## src/hdl/flash_guard_pkg.sv

```systemverilog
// Constants for the self-programming flash protection block.
// Assumes a single 200 MHz core clock; no timing figures are needed.
package flash_guard_pkg;

  // ----------------------------------------------------------------
  // Address layout
  // ----------------------------------------------------------------
  localparam int          PTR_W          = 16;     // Pointer register width
  localparam int          WORD_IN_PAGE_W = 5;      // Word-in-page field width
  localparam int          PAGE_W         = 15 - WORD_IN_PAGE_W; // Page field
  localparam int          PAGE_LSB       = 1 + WORD_IN_PAGE_W;  // Page position
  localparam int          BYTE_SEL_POS   = 0;      // Byte select bit position
  localparam logic [14:0] APP_RESET_ADDR = 15'h0000; // Application reset word
  localparam logic [14:0] LOADER_START   = 15'h0F00; // Default loader start

  // ----------------------------------------------------------------
  // Lock bit layout and reset values
  // ----------------------------------------------------------------
  localparam int         LOCK_APP_LO    = 0;       // Application lower bit
  localparam int         LOCK_APP_HI    = 1;       // Application upper bit
  localparam int         LOCK_LDR_LO    = 2;       // Loader lower bit
  localparam int         LOCK_LDR_HI    = 3;       // Loader upper bit
  localparam logic [3:0] LOCK_ERASED    = 4'hF;    // All unprogrammed
  localparam int         DATA_LOCK_LSB  = 2;       // Lock bits in data byte

  // ----------------------------------------------------------------
  // Operations requested by the core
  // ----------------------------------------------------------------
  typedef enum logic [2:0] {
    OP_NONE,
    OP_BUF_LOAD,
    OP_PAGE_ERASE,
    OP_PAGE_WRITE,
    OP_LOCK_SET,
    OP_READ
  } flash_op_t;

endpackage

```

## src/hdl/section_lock_mode.sv

```systemverilog
// Decodes one lock bit pair into the permissions for one flash section.
// Assumes pair bits already resynchronised and stable in the core domain.
`timescale 1ns/10ps
`default_nettype none
module section_lock_mode
(
  input  wire logic lock_upper_in,       // Upper bit, 0 = programmed
  input  wire logic lock_lower_in,       // Lower bit, 0 = programmed
  output logic      write_block_out,     // Store writes refused
  output logic      cross_read_block_out,// Reads from other section refused
  output logic      irq_block_out        // Interrupts gated in this section
);

  // ----------------------------------------------------------------
  // Mode decode
  // ----------------------------------------------------------------
  // Lower bit programmed blocks writes (pairs 1/0 and 0/0)
  assign write_block_out      = ~lock_lower_in;
  // Upper bit programmed blocks cross reads (pairs 0/0 and 0/1)
  assign cross_read_block_out = ~lock_upper_in;
  // Same modes gate interrupts
  assign irq_block_out        = ~lock_upper_in;

endmodule
`default_nettype wire

```

## src/hdl/boot_section_flash_protection.sv

```systemverilog
// Access control and address latching for flash self-programming.
// Assumes the core presents one request per cycle with a one-cycle strobe;
// fuse, erase and external programming inputs arrive from other domains.
`timescale 1ns/10ps
`default_nettype none
// Operation
// - Lock bits cleared only by chip erase; reset also loads LOCK_ERASED here
// - Write lock mode ignored for store writes
// - Read/write lock mode ignored for self access
// - Application pair 11 means no restriction
// - Application pairs 10,00 block application writes
// - Application pairs 00,01 block loader-side reads
// - Application modes gate interrupts in application
// - Loader pair 11 means no restriction
// - Loader pairs 10,00 block loader writes
// - Loader pairs 00,01 block application-side reads
// - Loader modes gate interrupts in loader
// - Reset vector chosen by boot reset fuse
// - Fuses not changeable by core instructions
// - Pointer splits into page and word
// - Address latched when operation starts
// - Lock setting ignores the pointer
// - Pointer low bit selects read byte
// - Buffer takes one word per store
// - Store ignored unless issued from loader
module boot_section_flash_protection
  import flash_guard_pkg::*;
#(
  parameter logic [14:0] LOADER_START_ADDR = flash_guard_pkg::LOADER_START
)
(
  input  wire logic                         ref_clk_in,      // Core clock
  input  wire logic                         resetn_in,       // Async reset
  input  wire logic                         boot_reset_select_fuse_in,
  input  wire logic                         chip_erase_in,   // Ext. erase
  input  wire logic                         ext_lock_wr_in,  // Ext. lock pgm
  input  wire logic [3:0]                   ext_lock_data_in,// 0 programs
  input  wire logic [1:0]                   lock_mode_in,    // General lock
  input  wire logic                         vectors_in_loader_in,
  input  wire logic                         exec_in_loader_in,
  input  wire logic                         req_valid_in,    // Request strobe
  input  wire flash_guard_pkg::flash_op_t   req_op_in,       // Operation
  input  wire logic [PTR_W-1:0]             pointer_in,      // Pointer reg
  input  wire logic [7:0]                   lock_data_in,    // Lock data byte
  output logic                              grant_out,       // Request done
  output logic                              deny_out,        // Request refused
  output logic [PAGE_W-1:0]                 page_index_field_out,
  output logic [WORD_IN_PAGE_W-1:0]         word_in_page_field_out,
  output logic                              byte_select_bit_out,
  output flash_guard_pkg::flash_op_t        op_out,          // Latched op
  output logic [3:0]                        lock_bits_out,   // Lock state
  output logic [14:0]                       reset_vector_out,
  output logic                              irq_enable_out   // Irq gate
);

  // ----------------------------------------------------------------
  // Reset release and input synchronisers
  // ----------------------------------------------------------------
  logic       rst_meta_r;      // Reset release stage one
  logic       rst_n_r;         // Reset used by the design
  logic [3:0] pin_meta_r;      // First synchroniser stage
  logic [3:0] pin_sync_r;      // Second synchroniser stage
  logic       fuse_s;          // Boot reset fuse, synced
  logic       erase_s;         // Chip erase level, synced
  logic       ext_wr_s;        // External lock write level, synced
  logic       ext_wr_d_r;      // Edge detect history
  logic       erase_d_r;       // Edge detect history

  // Reset deasserts synchronously to avoid a ragged release
  always_ff @(posedge ref_clk_in or negedge resetn_in)
  begin
    if (!resetn_in)
    begin
      rst_meta_r <= 1'b0;
      rst_n_r    <= 1'b0;
    end
    else
    begin
      rst_meta_r <= 1'b1;
      rst_n_r    <= rst_meta_r;
    end
  end

  // Pins from other domains; only the second stage is read
  always_ff @(posedge ref_clk_in or negedge rst_n_r)
  begin
    if (!rst_n_r)
    begin
      pin_meta_r <= 4'h0;
      pin_sync_r <= 4'h0;
    end
    else
    begin
      pin_meta_r <= {ext_lock_wr_in, chip_erase_in,
                     boot_reset_select_fuse_in, 1'b0};
      pin_sync_r <= pin_meta_r;
    end
  end

  assign fuse_s   = pin_sync_r[1];
  assign erase_s  = pin_sync_r[2];
  assign ext_wr_s = pin_sync_r[3];

  // Edge history for the external strobes
  always_ff @(posedge ref_clk_in or negedge rst_n_r)
  begin
    if (!rst_n_r)
    begin
      ext_wr_d_r <= 1'b0;
      erase_d_r  <= 1'b0;
    end
    else
    begin
      ext_wr_d_r <= ext_wr_s;
      erase_d_r  <= erase_s;
    end
  end

  // ----------------------------------------------------------------
  // Lock bit storage
  // ----------------------------------------------------------------
  logic [3:0] lock_r;          // Boot lock bits, 0 = programmed
  logic       self_lock_ok;    // Core lock setting accepted
  logic       erase_rise;      // Chip erase command edge
  logic       ext_rise;        // External lock write edge

  assign erase_rise   = erase_s & ~erase_d_r;
  assign ext_rise     = ext_wr_s & ~ext_wr_d_r;
  // Pointer not consulted; general lock mode not consulted
  assign self_lock_ok = req_valid_in && req_op_in == OP_LOCK_SET
                        && exec_in_loader_in;

  // Programming only clears bits; erase or reset is the only way back to ones
  always_ff @(posedge ref_clk_in or negedge rst_n_r)
  begin
    if (!rst_n_r)
      lock_r <= LOCK_ERASED;
    else if (erase_rise)
      lock_r <= LOCK_ERASED;
    else
    begin
      if (self_lock_ok)
        lock_r <= lock_r & lock_data_in[DATA_LOCK_LSB +: 4];
      else if (ext_rise)
        lock_r <= lock_r & ext_lock_data_in;
    end
  end

  assign lock_bits_out = lock_r;

  // ----------------------------------------------------------------
  // Section mode decode
  // ----------------------------------------------------------------
  logic app_wr_blk;            // Application writes refused
  logic app_rd_blk;            // Loader reads from application refused
  logic app_irq_blk;           // Interrupt gate for application
  logic ldr_wr_blk;            // Loader writes refused
  logic ldr_rd_blk;            // Application reads from loader refused
  logic ldr_irq_blk;           // Interrupt gate for loader

  // Pair 11 yields no restriction at all
  section_lock_mode app_mode
  (
    .lock_upper_in        (lock_r[LOCK_APP_HI]),
    .lock_lower_in        (lock_r[LOCK_APP_LO]),
    .write_block_out      (app_wr_blk),
    .cross_read_block_out (app_rd_blk),
    .irq_block_out        (app_irq_blk)
  );

  section_lock_mode ldr_mode
  (
    .lock_upper_in        (lock_r[LOCK_LDR_HI]),
    .lock_lower_in        (lock_r[LOCK_LDR_LO]),
    .write_block_out      (ldr_wr_blk),
    .cross_read_block_out (ldr_rd_blk),
    .irq_block_out        (ldr_irq_blk)
  );

  // ----------------------------------------------------------------
  // Request decision
  // ----------------------------------------------------------------
  logic        tgt_loader;     // Pointer targets loader section
  logic        is_store;       // Store-program class operation
  logic        allow;          // Request permitted
  logic [14:0] tgt_word;       // Word address from pointer

  assign tgt_word   = pointer_in[PTR_W-1:1];
  assign tgt_loader = tgt_word >= LOADER_START_ADDR;
  assign is_store   = req_op_in == OP_BUF_LOAD
                      || req_op_in == OP_PAGE_ERASE
                      || req_op_in == OP_PAGE_WRITE;

  // General lock_mode_in deliberately unused here
  always_comb
  begin
    allow = 1'b1;
    if (req_op_in == OP_LOCK_SET)
      allow = exec_in_loader_in;
    else if (is_store)
    begin
      if (!exec_in_loader_in)
        allow = 1'b0;
      else if (tgt_loader)
        allow = ~ldr_wr_blk;
      else
        allow = ~app_wr_blk;
    end
    else if (req_op_in == OP_READ)
    begin
      if (exec_in_loader_in && !tgt_loader)
        allow = ~app_rd_blk;
      else if (!exec_in_loader_in && tgt_loader)
        allow = ~ldr_rd_blk;
    end
  end

  // ----------------------------------------------------------------
  // Operation latch
  // ----------------------------------------------------------------
  logic accept;                // Request taken this cycle
  assign accept = req_valid_in && req_op_in != OP_NONE && allow;

  // Pointer captured at start; later pointer changes do not matter
  always_ff @(posedge ref_clk_in or negedge rst_n_r)
  begin
    if (!rst_n_r)
    begin
      page_index_field_out   <= '0;
      word_in_page_field_out <= '0;
      byte_select_bit_out    <= 1'b0;
      op_out                 <= OP_NONE;
    end
    else if (accept && req_op_in != OP_LOCK_SET)
    begin
      page_index_field_out   <= pointer_in[PAGE_LSB +: PAGE_W];
      word_in_page_field_out <= pointer_in[1 +: WORD_IN_PAGE_W];
      byte_select_bit_out    <= pointer_in[BYTE_SEL_POS];
      op_out                 <= req_op_in;
    end
    else if (accept)
      op_out <= req_op_in;
    else
      op_out <= OP_NONE;
  end

  // One-cycle answer strobes
  always_ff @(posedge ref_clk_in or negedge rst_n_r)
  begin
    if (!rst_n_r)
    begin
      grant_out <= 1'b0;
      deny_out  <= 1'b0;
    end
    else
    begin
      grant_out <= accept;
      deny_out  <= req_valid_in && req_op_in != OP_NONE && !allow;
    end
  end

  // ----------------------------------------------------------------
  // Reset vector and interrupt gate
  // ----------------------------------------------------------------
  logic       vec_cap_r;       // Vector captured after release
  logic [1:0] vec_wait_r;      // Lets the fuse pass the synchroniser

  // Fuse only read from its pin; no core path writes it
  // Capture waits two edges so the sync stages hold the pin, not reset
  always_ff @(posedge ref_clk_in or negedge rst_n_r)
  begin
    if (!rst_n_r)
    begin
      reset_vector_out <= APP_RESET_ADDR;
      vec_cap_r        <= 1'b0;
      vec_wait_r       <= 2'b00;
    end
    else if (vec_wait_r != 2'b11)
      vec_wait_r <= {vec_wait_r[0], 1'b1};
    else if (!vec_cap_r)
    begin
      reset_vector_out <= fuse_s ? APP_RESET_ADDR
                                 : LOADER_START_ADDR;
      vec_cap_r        <= 1'b1;
    end
  end

  always_comb
  begin
    irq_enable_out = 1'b1;
    if (!exec_in_loader_in && vectors_in_loader_in && app_irq_blk)
      irq_enable_out = 1'b0;
    else if (exec_in_loader_in && !vectors_in_loader_in && ldr_irq_blk)
      irq_enable_out = 1'b0;
  end
endmodule
`default_nettype wire

```

## config.mk

```make
export PLATFORM = sky130hd
export DESIGN_NAME = boot_section_flash_protection
export DESIGN_NICKNAME = d
export VERILOG_FILES = /design/src/hdl/flash_guard_pkg.sv /design/src/hdl/section_lock_mode.sv /design/src/hdl/boot_section_flash_protection.sv
export SDC_FILE = /design/constraint.sdc
export NUM_CORES = 1
export LEC_CHECK = 0
export BUFFER_PORTS_ARGS = -buffer_cell sky130_fd_sc_hd__buf_2
export CAP_MARGIN = 20
export CELL_PAD_IN_SITES_DETAIL_PLACEMENT = 1
export CELL_PAD_IN_SITES_GLOBAL_PLACEMENT = 2
export CORE_UTILIZATION = 30
export DETAILED_ROUTE_END_ITERATION = 6
export PLACE_DENSITY = 0.91
export REMOVE_ABC_BUFFERS = 1
export SETUP_SLACK_MARGIN = 0.3
export SKIP_LAST_GASP = 1
export SLEW_MARGIN = 10
export SYNTH_ARGS = -nofsm -noshare
export SYNTH_HDL_FRONTEND = slang
export SYNTH_SLANG_ARGS = --single-unit
```

## constraint.sdc

```tcl
create_clock -name ref_clk_in -period 3.3 [get_ports ref_clk_in]
set_clock_uncertainty 0.15 [all_clocks]
set_input_delay 0.99 -clock ref_clk_in [delete_from_list [all_inputs] [get_ports ref_clk_in]]
set_output_delay 0.99 -clock ref_clk_in [all_outputs]
set_load 0.05 [all_outputs]
```

* After elaboration in Yosys (flattened, before gate mapping)
Cells that the tools add are included.
** Storage, ports and cells
- Bits in registers :: 53
- Bits of input ports :: 41
- Word-level logic and storage cells :: 70
** Cells by class
- Order comparisons :: 1
- Equality and inequality tests :: 7
- Multiplexer cells :: 15
- Bitwise operators :: 10
- Reduce and logical (&&, ||, !) cells :: 21
** Operators with widths (count)
- 15-bit by 12-bit >= comparator with 1-bit output (second input constant) :: 1
- 1-bit logical AND :: 12
- 12-bit two-way mux :: 1
- 4-bit two-way mux :: 3
- 1-bit two-way mux :: 9
- 4-bit AND :: 2
- 3-bit by 2-bit == test with 1-bit output (second input constant) :: 2
- 3-bit == test (second input constant) :: 2
- 3-bit two-way mux :: 2
- 1-bit NOT :: 6
- 3-bit nonzero test :: 2
- 1-bit zero test :: 4
- 3-bit by 1-bit == test with 1-bit output (second input constant) :: 1
- 3-bit inequality test (second input constant) :: 1
- 1-bit AND :: 2
- 1-bit logical OR :: 2
- 2-bit inequality test (second input constant) :: 1
- 2-bit AND reduction :: 1

* Depth between registers and ports, before layout
- Depth in word-level cells :: 10
- Gate-level depth with buffers :: 7
- Mapped depth without buffers :: 5

* Modules after synthesis
A second synthesis with hierarchy kept.
** Second synthesis, totals
- Cells, all modules :: 122
- Area, all modules :: 1635.3 µm²
** By module, submodules not included
- boot_section_flash_protection :: instances 1, cells each 116, area each 1605.3 µm²
- section_lock_mode :: instances 2, cells each 3, area each 15.0 µm²

* Least setup slack after synthesis
Ideal clock, no wire load.
- Path kind :: input to output
- Start point :: in exec_in_loader_in
- End point :: out irq_enable_out
- Data arrival time :: 1.841 ns
- Path slack :: 0.319 ns
- Cell stages on the path :: 2
- Path buffers :: 0
- Cell sequence :: nor2_1 > a22oi_1
** Between the ends
- Word-level cells in the longest chain between the ends :: 4
- Elaborated cells between the ends (all ways) :: 7
- Classes of those cells :: mux (2); reduce/logical (5)
** RTL lines
- start: declaration :: line boot_section_flash_protection.sv:40 : input wire logic exec_in_loader_in,
- 1-bit logical AND / 1-bit zero test (equally long branches) :: line boot_section_flash_protection.sv:293, boot_section_flash_protection.sv:291
- 1-bit logical AND, on equally long branches :: line boot_section_flash_protection.sv:293, boot_section_flash_protection.sv:291
- 1-bit two-way mux / 1-bit logical AND (equally long branches) :: line boot_section_flash_protection.sv:293, boot_section_flash_protection.sv:291
- 1-bit two-way mux (*) :: line boot_section_flash_protection.sv:291 : if (!exec_in_loader_in && vectors_in_loader_in && app_irq_blk)
- end: declaration :: line boot_section_flash_protection.sv:53 : output logic irq_enable_out
Mark *: on every way between the ends. The rest lies on a longest branch, timed or not.

* Final worst setup path
Same ends and word-level chain as after synthesis.

==> impl_results.md <==
- Placed insts: 254
- Drt drc: 0
- R2R cell count: 5
- Vias in the first global route: 1236
- Total Power: 0.00149 W
- Row Count: 26
- Post-CTS setup buffer count: 0
- WL/cell: 12.8 µm
- Reg2Reg Launch Point: lock_bits_out[1]
- Ys async rst share: 1.00
- Drt via density: 4.27
- Post-CTS Hold Buffers: 0
- Routed vias: 1120
- ANT cells: 0
- CP cell instances: buf_2 > nor2_1 > a22oi_1 > buf_2
- First-pass GRT wire length: 5730 µm
- Initial antenna violation count: 0
- Hold violation count in the final report: 0
- Slowest-stage cell, CP: buf_2
- Critical Path AT: 1670 ps
- Critical path launch point type: input port
- Area grow syn2layout: 27.6%
- Req. time, crit path: 2160 ps
- Die Width: 76.5 µm
- Status: completed
- IO Pins: 82
- CTS tree: done
- Hold Path Class: register to async pin
- Die height: 76.5 µm
- Finished Layout Cells: 262
- Clock Tree Buf Depth: 2
- Clock Tree Root: clkbuf_8
- Post-Synthesis Cells: 128
- Pwr dens: 703 nW/µm²
- Kind of critical path: input port to primary output
- Clk_lat worst skew: 290 ps
- Least-Margin Pin Slew: 601 ps
- # Max-Cap Violations: 0
- H-tree levels: 2
- Setup-failing EPs final: 0
- IO Port Bufs: 64
- TritonCTS Buffers: 5
- Leakage: 1.05 nW
- RSZ-0062 raised after global routing: no
- Fin. max-slew vios: 0
- Drt initial violations: 6
- Die ar.: 5860 µm²
- Largest net degree at the start of global routing: 17
- Fin crit share: 0.851
- TNS Setup: 0 ps
- CP dominant cell by count: buf_2
- Post-route ant nets: 0
- CTS resizes: 0
- Fillers: 590
- VDD IR max: 0.369 mV
- Final worst-path setup slack: 490 ps
- First-pass DRT Iterations: 2
- Reg2reg end: word_in_page_field_out[3]
- Pre-CTS setup slack: 420 ps
- Crit path largest cell delay: 290 ps
- Grt ovf: 0
- Synthesized area: 1670 µm²
- Synth warn: 0
- Routability cong.: 0.735
- Top_reg_cell synth: dfrtp_1
- Post-synthesis sequential area ratio: 0.589
- Initial Util: 0.318
- Total GRT Usage: 0.126
- Avg Cell Area, Syn: 13.0 µm²
- Clk slew on worst S/H paths: 80 ps
- Synthesis-stage register bit count: 39
- Layout cells sized above 1: 0.464
- Crit end category: primary output
- Final core occ: 0.406
- CP startpoint: exec_in_loader_in
- Clock Sink Count: 39
- Core box area: 5240 µm²
- Hpwl dp: 2690 µm
- Final nets: 232
- Fmax: 356 MHz
- Crit-path max FO: 8
- Slew headroom: 0.599
- EDFF count, synth: 0
- DRT Wirelength: 3360 µm
- Setup slack, reg-to-reg: 1170 ps
- Final Critical Period: 2810 ps
- Worst Setup EP: irq_enable_out
- Synth cell types: 28
[power by group]
group	switching (W)	total [W]	internal [W]
Combinational	0.000329	0.000451	0.000122
Sequential	0.0000367	0.000580	0.000544
Clock	0.000160	0.000462	0.000302
Total	0.000525	0.00149	0.000968
[area by class of cell]
type,count,area (µm²),share of cell area
clock buffers,6,72.6,0.0341
clock inverters,2,60.1,0.0283
inverters,1,3.75,0.00177
multi-input cells,77,558,0.263
flip-flops and latches,39,981,0.461
well taps,70,87.6,0.0412
repair buffers,67,363,0.171
[cells in the mapped netlist (3+ instances only)]
library cell,number,share of area
a21oi_1,5,0.015
and2_1,3,0.011
buf_4,18,0.081
dfrtp_1,35,0.53
dfstp_2,4,0.063
mux2_1,6,0.041
mux2_4,10,0.090
nand2_1,10,0.023
nand2b_1,3,0.011
nor2_1,6,0.014
o211ai_1,4,0.018
[sequential cells by signal, summed over array words and instances (netlist names), 2 cells and up]
name	flops
lock_bits_out	4
word_in_page_field_out	5
pin_sync_r	3
pin_meta_r	3
page_index_field_out	10
op_out	3
vec_wait_r	2
[cell families (layout without fill, tap and decap cells)]
kind of cell    after synthesis  count (layout)  synth area share
compound gates               18              18            0.0781
buf+inv                      23              76             0.101
flops                        39              39             0.589
mux                          16              16             0.131
other cells                   2              13           0.00451
simple gates                 30              30            0.0968
[per-layer routing]
layer	track usage	wire length, µm	up-vias	share of wire
met4	0.0462	39	0	0.012
met5	0	0	-	0
met1	0.148	1470	518	0.44
met3	0.0575	340	7	0.10
met2	0.201	1520	59	0.45
li1	-	-	536	-
[worst min path at each step]
stage	end	start	cells past startpoint
after detailed placement	word_in_page_field_out[0]	rst_n_r	0
after global placement	pin_sync_r[3]	pin_meta_r[3]	0
final	word_in_page_field_out[0]	rst_n_r	0
after CTS	page_index_field_out[2]	rst_n_r	0
after global routing	word_in_page_field_out[0]	rst_n_r	0
after floorplan	pin_sync_r[1]	pin_meta_r[1]	0
[worst max-delay path, delay by kind of cell]
family,cells,cell delay (ps)
AND/OR/NAND/NOR,1,60
buffers and inverters,2,440
AO/OA/AOI/OAI,1,170
[cells in the final DEF, fill, tap and decap left out, types with 4 or more instances in the layout]
cell type	netlist	layout
buf_2	0	64
mux2_4	10	10
o211ai_1	4	4
nor2_1	6	6
a21oi_1	5	5
mux2_1	6	6
dfstp_2	4	4
conb_1	2	13
clkbuf_8	0	5
nand2_1	10	10
dfrtp_1	35	35
[through the flow]
| stage | hold slack, ps | area (µm²) |
|---|---|---|
| 6_report | 100 | 2130 |
| 5_1_grt | 166 | 2130 |
| 4_1_cts | 125 | 2130 |
| 3_5_place_dp | 124 | 1990 |
| 3_3_place_gp | 184 | 1970 |
| 2_1_floorplan | 181 | 1540 |
Note: power is estimated with default switching activity, not from simulation.
